### src/rtl/aincc_pkg.sv
// package for the analog command conditioner: setting codes, widths, reset values
// assumes signed two's complement samples, full scale = 2**(W-1)-1
package aincc_pkg;
   localparam int SAMPLE_W = 16;
   localparam int FIFO_DEPTH = 4;
   // second input signal kinds
   localparam logic [2:0] K2_UNUSED = 3'h0;
   localparam logic [2:0] K2_BIP10 = 3'h1;
   localparam logic [2:0] K2_BIP5 = 3'h2;
   localparam logic [2:0] K2_MA420 = 3'h3;
   localparam logic [2:0] K2_MA020 = 3'h4;
   localparam logic [2:0] K2_UNI10 = 3'h5;
   localparam logic [2:0] K2_UNI5 = 3'h6;
   // first input signal kinds
   localparam logic K1_UNUSED = 1'h0;
   localparam logic K1_UNI10 = 1'h1;
   // reset values, upper limits and scale of the settings
   localparam logic [2:0] KIND2_RST = 3'h1;
   localparam logic KIND1_RST = 1'h1;
   localparam logic [11:0] GAIN_RST = 12'h3E8; // 100.0 percent in tenths
   localparam logic [11:0] GAIN_MAX = 12'hBB8; // 300.0 percent
   localparam logic signed [10:0] OFFS_MAX = 11'sh3E8; // 100.0 percent
   localparam logic [9:0] DZONE_MAX = 10'h2EE; // 75.0 percent
   localparam logic [2:0] SMOOTH_MAX = 3'h6;
   localparam logic [9:0] PERMIL = 10'h3E8; // tenth-percent full scale
   // 4-20 mA live zero is a fifth of full scale
   localparam int LIVE_ZERO_DIV = 5;
endpackage

### src/rtl/aincc_fifo.sv
// small synchronous fifo in the ramp path
// assumes one clock, a clock enable and a synchronised active-low reset
`timescale 1ns/1ps
module aincc_fifo #(
   parameter int WIDTH = 16,
   parameter int DEPTH = 4
) (
   input wire logic clk,
   input wire logic rst_n,
   input wire logic ce,
   input wire logic in_valid,
   output logic in_ready,
   input wire logic [WIDTH-1:0] in_data,
   output logic out_valid,
   input wire logic out_ready,
   output logic [WIDTH-1:0] out_data
);
   localparam int AW = (DEPTH > 1) ? $clog2(DEPTH) : 1;
   logic [WIDTH-1:0] mem_r [DEPTH];
   logic [AW-1:0] wp_r, wp_nxt, rp_r, rp_nxt;
   logic [AW:0] cnt_r, cnt_nxt;
   logic push, pop;

   ////////////////////////////////////////////////////////////////////
   // pointers and fill count
   always_comb
   begin
      push = in_valid && in_ready;
      pop = out_valid && out_ready;
      wp_nxt = wp_r;
      rp_nxt = rp_r;
      cnt_nxt = cnt_r;
      if (push)
         wp_nxt = (wp_r == AW'(DEPTH - 1)) ? '0 : wp_r + 1'b1;
      if (pop)
         rp_nxt = (rp_r == AW'(DEPTH - 1)) ? '0 : rp_r + 1'b1;
      if (push && !pop)
         cnt_nxt = cnt_r + 1'b1;
      else if (pop && !push)
         cnt_nxt = cnt_r - 1'b1;
   end

   assign in_ready = ce && (cnt_r != (AW+1)'(DEPTH)); // honest full
   assign out_valid = ce && (cnt_r != '0);
   assign out_data = mem_r[rp_r];

   always_ff @(posedge clk or negedge rst_n)
   begin
      if (!rst_n)
      begin
         wp_r <= '0;
         rp_r <= '0;
         cnt_r <= '0;
      end
      else if (ce)
      begin
         wp_r <= wp_nxt;
         rp_r <= rp_nxt;
         cnt_r <= cnt_nxt;
      end
   end

   // storage has no reset; only written words are ever read
   always_ff @(posedge clk)
   begin
      if (ce && push)
         mem_r[wp_r] <= in_data;
   end
endmodule

### src/rtl/aincc_channel.sv
// one analog input channel: offset, gain, polarity, deadband, low-pass
// assumes samples already normalised to signed full scale by the caller
`timescale 1ns/1ps
module aincc_channel #(
   parameter int W = 16
) (
   input wire logic clk,
   input wire logic rst_n,
   input wire logic ce,
   input wire logic sample_valid,
   input wire logic signed [W-1:0] sample,
   input wire logic polarity_flip,
   input wire logic [11:0] scale,
   input wire logic signed [10:0] zero_shift,
   input wire logic [2:0] smoothing_level,
   input wire logic [9:0] dead_zone,
   input wire logic unipolar,
   output logic signed [W-1:0] value,
   output logic value_valid
);
   localparam logic signed [W+15:0] FS = (W+16)'((1 << (W-1)) - 1);
   logic signed [W+15:0] acc_r, acc_nxt;
   logic signed [W-1:0] val_r, val_nxt;
   logic vld_r, vld_nxt;
   logic signed [W+15:0] shifted, scaled, band, banded, target, step;

   // clamp to the command range
   function automatic logic signed [W+15:0] sat(input logic signed [W+15:0] x,
                                                input logic uni);
      logic signed [W+15:0] lo;
      lo = uni ? '0 : -FS;
      sat = (x > FS) ? FS : ((x < lo) ? lo : x);
   endfunction

   // fraction of full scale given in tenths of a percent
   function automatic logic signed [W+15:0] permil(input logic signed [W+15:0] p);
      // divisor kept signed, or a negative offset turns the whole quotient unsigned
      permil = (p * FS) / $signed((W+16)'(aincc_pkg::PERMIL));
   endfunction

   ////////////////////////////////////////////////////////////////////
   // scaling chain and recursive filter
   always_comb
   begin
      shifted = (W+16)'(sample) - permil((W+16)'(zero_shift));
      scaled = sat((shifted * $signed({1'b0, scale})) / 1000, unipolar);
      if (polarity_flip)
         scaled = unipolar ? FS - scaled : -scaled;
      // otherwise low maps low and high maps high, see
      band = permil((W+16)'($signed({1'b0, dead_zone})));
      if (scaled <= band && scaled >= -band)
         banded = '0;
      else
         banded = (scaled > 0) ? scaled - band : scaled + band;
      target = banded;
      // coefficient halves per level; level 0 bypasses, see
      step = (target - acc_r) >>> smoothing_level;
      acc_nxt = acc_r;
      val_nxt = val_r;
      vld_nxt = 1'b0;
      if (sample_valid)
      begin
         acc_nxt = (smoothing_level == 3'h0) ? target : acc_r + step;
         val_nxt = W'(sat(acc_nxt, 1'b0));
         vld_nxt = 1'b1;
      end
   end

   assign value = val_r;
   assign value_valid = vld_r;

   always_ff @(posedge clk or negedge rst_n)
   begin
      if (!rst_n)
      begin
         acc_r <= '0;
         val_r <= '0;
         vld_r <= 1'b0;
      end
      else if (ce)
      begin
         acc_r <= acc_nxt;
         val_r <= val_nxt;
         vld_r <= vld_nxt;
      end
   end
endmodule

### src/rtl/aincc_top.sv
// analog command conditioner top: two input channels, fifo, ramp hold
// assumes samples synchronous to ref_clk, settings held static by the operator
// What this block does
// second input kind codes 0..6: unused, +-10V, +-5V, 4-20mA, 0-20mA, 0-10V, 0-5V
// polarity normal: low input gives low command, high gives maximum
// polarity flipped: low input gives maximum command, high gives low
// scaled value is gain times sample minus offset, gain 0..300 percent
// offset -100..+100 percent of full scale, default zero, before gain
// offset trim calibration overwrites the stored offset
// smoothing level 0 bypass up to 6 strongest, default 0
// second input dead zone 0..75 percent symmetric about zero
// option 0 holds ramp output while regenerative limiting is active
// option 1 ramp output always tracks its input
// separate polarity, gain, offset, smoothing per input, polarity default clear
// first input kind: 0 unused, 1 unipolar 0-10V, default 1
// first-order low-pass per level, results saturated to command range
`timescale 1ns/1ps
module aincc_top #(
   parameter int W = aincc_pkg::SAMPLE_W,
   parameter int DEPTH = aincc_pkg::FIFO_DEPTH
) (
   input wire logic ref_clk,
   input wire logic reset_n,
   input wire logic clk_en,
   // converted samples, signed full scale for each input
   input wire logic first_sample_valid,
   input wire logic signed [W-1:0] first_sample,
   input wire logic second_sample_valid,
   input wire logic signed [W-1:0] second_sample,
   // operator settings
   input wire logic first_input_signal_kind,
   input wire logic [2:0] second_input_signal_kind,
   input wire logic first_input_polarity_flip,
   input wire logic second_input_polarity_flip,
   input wire logic [11:0] first_input_scale,
   input wire logic [11:0] second_input_scale,
   input wire logic signed [10:0] first_input_zero_shift,
   input wire logic signed [10:0] second_input_zero_shift,
   input wire logic [2:0] first_input_smoothing_level,
   input wire logic [2:0] second_input_smoothing_level,
   input wire logic [9:0] second_input_dead_zone,
   input wire logic ramp_hold_on_regen_limit,
   // offset trim calibration writes
   input wire logic trim_write,
   input wire logic trim_select,
   input wire logic signed [10:0] trim_value,
   // conditioned commands
   output logic signed [W-1:0] first_command,
   output logic first_command_valid,
   output logic signed [W-1:0] second_command,
   output logic second_command_valid,
   // ramp path toward the speed loop, through the fifo
   input wire logic ramp_in_valid,
   output logic ramp_in_ready,
   input wire logic signed [W-1:0] ramp_in,
   input wire logic regen_limit_active,
   output logic signed [W-1:0] ramp_out,
   output logic ramp_out_valid,
   input wire logic ramp_out_ready,
   output logic [W-1:0] first_trim_offset_unused_dummy
);
   localparam logic signed [W-1:0] FSW = W'((1 << (W-1)) - 1);
   logic rst_s1_r, rst_n_s;
   logic signed [10:0] off1_r, off1_nxt, off2_r, off2_nxt;
   logic signed [10:0] prev1_r, prev2_r; // last seen offset setting ports
   logic [2:0] kind2_r, kind2_nxt;
   logic kind1_r, kind1_nxt;
   logic signed [W-1:0] s2_norm;
   logic uni2, use1, use2;
   logic signed [W-1:0] c1, c2;
   logic v1, v2;
   logic fifo_valid;
   logic [W-1:0] fifo_data;
   logic signed [W-1:0] hold_r, hold_nxt;
   logic ov_r, ov_nxt;
   logic hold;

   // clip a setting to its legal range
   function automatic logic [11:0] clip_u(input logic [11:0] x, input logic [11:0] mx);
      clip_u = (x > mx) ? mx : x;
   endfunction

   function automatic logic signed [10:0] clip_s(input logic signed [10:0] x);
      clip_s = (x > aincc_pkg::OFFS_MAX) ? aincc_pkg::OFFS_MAX :
               ((x < -aincc_pkg::OFFS_MAX) ? -aincc_pkg::OFFS_MAX : x);
   endfunction

   ////////////////////////////////////////////////////////////////////
   // reset release through two flops
   always_ff @(posedge ref_clk or negedge reset_n)
   begin
      if (!reset_n)
      begin
         rst_s1_r <= 1'b0;
         rst_n_s <= 1'b0;
      end
      else
      begin
         rst_s1_r <= 1'b1;
         rst_n_s <= rst_s1_r;
      end
   end

   ////////////////////////////////////////////////////////////////////
   // stored offsets and kinds; settings ports follow unless trim overwrites; a second kind code above 6 is ignored
   always_comb
   begin
      off1_nxt = clip_s(first_input_zero_shift);
      off2_nxt = clip_s(second_input_zero_shift);
      if (trim_write && !trim_select)
         off1_nxt = clip_s(trim_value);
      if (trim_write && trim_select)
         off2_nxt = clip_s(trim_value);
      // trimmed value persists only until the setting port changes or a trim write to either input
      if (!trim_write)
      begin
         off1_nxt = (first_input_zero_shift == prev1_r) ? off1_r : off1_nxt;
         off2_nxt = (second_input_zero_shift == prev2_r) ? off2_r : off2_nxt;
      end
      kind1_nxt = first_input_signal_kind;
      kind2_nxt = (second_input_signal_kind > aincc_pkg::K2_UNI5) ?
                  kind2_r : second_input_signal_kind;
   end

   always_ff @(posedge ref_clk or negedge rst_n_s)
   begin
      if (!rst_n_s)
      begin
         off1_r <= '0;
         off2_r <= '0;
         prev1_r <= '0;
         prev2_r <= '0;
         kind1_r <= aincc_pkg::KIND1_RST;
         kind2_r <= aincc_pkg::KIND2_RST;
      end
      else if (clk_en)
      begin
         off1_r <= off1_nxt;
         off2_r <= off2_nxt;
         prev1_r <= first_input_zero_shift; // a change here ends a trim, see
         prev2_r <= second_input_zero_shift;
         kind1_r <= kind1_nxt;
         kind2_r <= kind2_nxt;
      end
   end

   ////////////////////////////////////////////////////////////////////
   // second input kind decode to normalised sample
   always_comb
   begin
      use1 = (kind1_r == aincc_pkg::K1_UNI10);
      use2 = (kind2_r != aincc_pkg::K2_UNUSED);
      uni2 = 1'b1;
      s2_norm = second_sample;
      case (kind2_r)
         aincc_pkg::K2_BIP10: uni2 = 1'b0;
         aincc_pkg::K2_BIP5: uni2 = 1'b0;
         aincc_pkg::K2_MA420:
            // remove live zero, stretch 16 mA span to full scale
            s2_norm = W'((((W+2)'(second_sample) - (W+2)'(FSW / W'(aincc_pkg::LIVE_ZERO_DIV)))
                          * 5) / 4);
         default: s2_norm = second_sample;
      endcase
   end

   ////////////////////////////////////////////////////////////////////
   // independent channels, see
   aincc_channel #(.W(W)) u_ch1 (
      .clk(ref_clk),
      .rst_n(rst_n_s),
      .ce(clk_en),
      .sample_valid(first_sample_valid && use1),
      .sample(first_sample),
      .polarity_flip(first_input_polarity_flip),
      .scale(clip_u(first_input_scale, aincc_pkg::GAIN_MAX)),
      .zero_shift(off1_r),
      .smoothing_level((first_input_smoothing_level > aincc_pkg::SMOOTH_MAX) ?
                       aincc_pkg::SMOOTH_MAX : first_input_smoothing_level),
      .dead_zone(10'h000),
      .unipolar(1'b1),
      .value(c1),
      .value_valid(v1)
   );

   aincc_channel #(.W(W)) u_ch2 (
      .clk(ref_clk),
      .rst_n(rst_n_s),
      .ce(clk_en),
      .sample_valid(second_sample_valid && use2),
      .sample(s2_norm),
      .polarity_flip(second_input_polarity_flip),
      .scale(clip_u(second_input_scale, aincc_pkg::GAIN_MAX)),
      .zero_shift(off2_r),
      .smoothing_level((second_input_smoothing_level > aincc_pkg::SMOOTH_MAX) ?
                       aincc_pkg::SMOOTH_MAX : second_input_smoothing_level),
      .dead_zone((second_input_dead_zone > aincc_pkg::DZONE_MAX) ?
                 aincc_pkg::DZONE_MAX : second_input_dead_zone),
      .unipolar(uni2),
      .value(c2),
      .value_valid(v2)
   );

   assign first_command = c1;
   assign first_command_valid = v1;
   assign second_command = c2;
   assign second_command_valid = v2;
   assign first_trim_offset_unused_dummy = W'(off1_r);

   ////////////////////////////////////////////////////////////////////
   // ramp path fifo; stalls while the hold freezes the output
   aincc_fifo #(.WIDTH(W), .DEPTH(DEPTH)) u_fifo (
      .clk(ref_clk),
      .rst_n(rst_n_s),
      .ce(clk_en),
      .in_valid(ramp_in_valid),
      .in_ready(ramp_in_ready),
      .in_data(ramp_in),
      .out_valid(fifo_valid),
      .out_ready(!hold && (!ov_r || ramp_out_ready)),
      .out_data(fifo_data)
   );

   ////////////////////////////////////////////////////////////////////
   // ramp output register with regen hold
   always_comb
   begin
      hold = !ramp_hold_on_regen_limit && regen_limit_active;
      hold_nxt = hold_r;
      ov_nxt = ov_r;
      if (ov_r && ramp_out_ready)
         ov_nxt = 1'b0;
      if (!hold && fifo_valid && (!ov_r || ramp_out_ready))
      begin
         hold_nxt = W'(fifo_data);
         ov_nxt = 1'b1;
      end
   end

   assign ramp_out = hold_r; // frozen value while held, see
   assign ramp_out_valid = ov_r;

   always_ff @(posedge ref_clk or negedge rst_n_s)
   begin
      if (!rst_n_s)
      begin
         hold_r <= '0;
         ov_r <= 1'b0;
      end
      else if (clk_en)
      begin
         hold_r <= hold_nxt;
         ov_r <= ov_nxt;
      end
   end
endmodule

### config.mk
export PLATFORM = sky130hd
export DESIGN_NAME = aincc_top
export DESIGN_NICKNAME = d
export VERILOG_FILES = /design/src/rtl/aincc_pkg.sv /design/src/rtl/aincc_fifo.sv /design/src/rtl/aincc_channel.sv /design/src/rtl/aincc_top.sv
export SDC_FILE = /design/constraint.sdc
export NUM_CORES = 2
export LEC_CHECK = 0
export ABC_AREA = 1
export BUFFER_PORTS_ARGS = -buffer_cell sky130_fd_sc_hd__buf_2
export CORE_ASPECT_RATIO = 2
export CORE_UTILIZATION = 45
export DETAILED_ROUTE_END_ITERATION = 8
export PLACE_DENSITY_LB_ADDON = 0.08
export SYNTH_ARGS = -nofsm -noshare
export SYNTH_HDL_FRONTEND = slang
export SYNTH_HIERARCHICAL = 1
export SYNTH_SLANG_ARGS = --single-unit
export TNS_END_PERCENT = 30
### constraint.sdc
create_clock -name ref_clk -period 10.5 [get_ports ref_clk]
set_clock_uncertainty 0.15 [all_clocks]
set_input_delay 1.05 -clock ref_clk [delete_from_list [all_inputs] [get_ports ref_clk]]
set_output_delay 1.05 -clock ref_clk [all_outputs]
set_load 0.01 [all_outputs]
==> results.md <==
* Outcome: complete, but fails checks
* Failing checks: negative setup slack
* Slowest stage delay, CP at a little over 0.6 ns
* Starting DRT DRC Count at 3,776
* Hold WC Path Type: reg -> async
* Worst-Skew Late Latency at 0.66 ns
* Vias in the first global route at 116,000
* Die Y at 660 um
* First-pass GRT wire length at 552,000 um
* Flops & latches, synth at 236
* Synthesized netlist cell count at 14,600
* Worst-Margin Slew at 1.35 ns
* Post-synthesis cell type count at 127
* Largest net degree at the start of global routing at 68
* Most common cell in the netlist: nand2_1
* EDFF count, synth at 64
* Synth async-reset ratio at 0.729
* Critical Path Most Common Cell: nand2_4
* Number of max-cap violations at 0
* CP max-delay cell: fa_2
* I/O pins at 206
* Initial antenna violation count at 13
* Clk buf depth at 3
* Slew headroom at 0.0984
* Arrival time worst endpoint at 47.66 ns
* Final setup margin at -36.76 ns
* Max frequency at 21.2 MHz
* WL final at 354,000 um
* Fin. Hold Viols at 0
* Half-perimeter wire length after placement at 299,000 um
* Initial Util at 0.452
* CTS Root Cell: clkbuf_16
* Drt pass-1 iters at 6
* Share of cells above drive strength 1 at 0.416
* Drt wl/cell at 16.4 um
* RSZ-0062 raised after global routing: yes
* CTS H-tree lvls at 1
* Sequential cell area fraction in the yosys report at 0.0640
* Vias/cell at 5.10
* RePlAce Congestion at around 1
* Synth area leader: fa_1
* Setup violations, final at 96
* Startpoint types: register
* Worst-path clk slew at 0.07 ns
* Final period utilization at 4.50
* Final min period at between 40 and 50 ns
* Final antenna-violating net count at 0
* Setup CP Type: reg -> reg
* Critical Path RT at 10.90 ns
* DP Worst Slack at -39.22 ns
* Most common flop cell mapped by yosys: dfrtp_1
* Reg-to-Reg Start: off1_r[2]
* Mapped Area at 97,300 um^2
* TritonCTS clock tree: done
* Global route overflow at 0
* Crit path capture type: register
* Synth warnings at 6
* Largest cells by area after synthesis: fa_1 (13%), nand2_1 (12%), ha_1 (10%)
* CTS buffer count at 30
* Via count at between 100k and 150k
* Die footprint at between 200,000 and 250,000 um^2
* Start point of the critical path: off1_r[2]
* Synth-to-Final Area Change at 46.1%
* Die width at about 330 um
* Layout Nets at between 20,000 and 25,000
* Syn avg cell area at 6.66 um^2
* Core area at approximately 210,000 um^2
* Slew Limit Fails at 0
* IO Port Bufs at between 200 and 250
* Num Clock Sinks at between 200 and 250
* Residual DRC count at 0
* Worst-path maximum fanout at 8
* # rows at 241
* Commonest cells post-synth: nand2_1 (3,179), inv_1 (2,494), nor2_1 (1,194), nand3_1 (1,099), ha_1 (814)
* GRT Total Usage at 0.313
* Share of the synthesized area in the top cell type at 0.133
==> logic make-up (layout without fill, tap and decap cells) <==
logic type / after synthesis / count (layout) / share of synthesized area
compound gates: 1688 / 1689 / 0.105
xor+xnor: 650 / 650 / 0.0596
fa+ha+maj: 1464 / 1464 / 0.238
buf+inv: 3022 / 7164 / 0.133
flops: 236 / 236 / 0.0640
mux: 19 / 19 / 0.00217
other cells: 2 / 68 / 0.0000772
simple gates: 7527 / 7532 / 0.398
==> per-stage QoR <==
step                      area, um^2   TNS, ns  instances  hold WS (ns)   util
after global routing          142000  -3670.08      21600         0.192  0.661
final                         142000  -3367.46      21600         0.167  0.661
after global placement        130000  -3456.64      21100         0.145  0.605
after floorplan               100000  -3009.31      14700         0.181      -
after detailed placement      130000  -3522.88      21100         0.162  0.605
after CTS                     136000  -3367.17      21400         0.180  0.634
==> cells in the final DEF, fill, tap and decap left out, types with 62 or more instances in the layout <==
master / Yosys / layout
nand3b_1: 64 / 64
ha_1: 814 / 724
edfxtp_1: 64 / 64
nand2_4: 289 / 453
fa_1: 648 / 634
o21ai_1: 172 / 182
nand4_1: 146 / 146
o21ai_2: 78 / 181
inv_1: 2494 / 2361
a21oi_2: 41 / 137
nand2_1: 3179 / 2838
nand3_1: 1099 / 865
nor2_1: 1194 / 1038
nor2_2: 171 / 189
xor2_1: 529 / 474
dfrtp_1: 170 / 167
inv_2: 196 / 292
buf_6: 31 / 82
nor2_4: 71 / 209
nand2_2: 594 / 732
nor3_1: 138 / 122
xnor2_1: 111 / 97
ha_4: 0 / 80
nand2_8: 25 / 68
a21oi_1: 573 / 444
or2_2: 71 / 62
nand3_2: 245 / 373
o21ai_0: 440 / 305
buf_4: 21 / 4007
nand3_4: 47 / 154
conb_1: 2 / 64
buf_2: 13 / 205
==> flip-flops by register name (all words and copies together), names as in the netlist, 3 cells and up <==
signal	cells
ramp_out	16
u_fifo/mem_r	64
u_fifo/cnt_r	3
off2_r	11
prev2_r	11
u_ch2/acc_r	32
u_ch1/acc_r	32
u_ch1/value	16
kind2_r	3
prev1_r	11
u_ch2/value	16
off1_r	11
==> worst max-delay path: cells and delay by family (launching register included) <==
| kind | cells | cell delay, ns |
|---|---|---|
| xor+xnor | 8 | 1.55 |
| simple gates | 226 | 22.67 |
| compound gates | 42 | 7.53 |
| fa+ha+maj | 19 | 6.93 |
| buf+inv | 80 | 7.80 |
| flops | 1 | 0.37 |
==> final timing paths <==
path	cells past startpoint	slack [ns]	end
max	375	-36.76	u_ch1/value[10]
min	0	0.17	ramp_out[5]
max reg2reg	375	-36.76	u_ch1/value[10]
min reg2reg	0	0.17	ramp_out[5]
max in group asynchronous	2	8.27	u_ch1/acc_r[2]
min in group ref_clk	0	0.20	rst_n_s
==> layer usage <==
metal	routed length [um]	up-vias	track usage
li1	-	54400	-
met5	107	-	0
met1	109000	52100	0.259
met4	33200	16	0.250
met2	202000	2390	0.647
met3	9590	1392	0.0296
==> final cells by class <==
class	instances	area (um^2)
Clock inverter	18	219
Timing Repair inverter	2	15.0
Multi-Input combinational cell	11400	87600
Tap cell	2794	3500
Clock buffer	38	842
Inverter	2772	10800
Timing Repair Buffer	4334	32800
Antenna cell	4	10.0
Sequential cell	236	6230
Fill cell	19300	72900
==> what timing repair did <==
action	CTS	global route
hold endpoints to repair	2	0
buffers inserted	305	168
gates cloned	4	7
gates resized for setup	670	1054
hold buffers	1	0
pin swaps	397	521
endpoints found under the setup margin	96	96
Power is not shown: default switching activity piles up to over one toggle a cycle in this logic, so the estimate is an artifact.
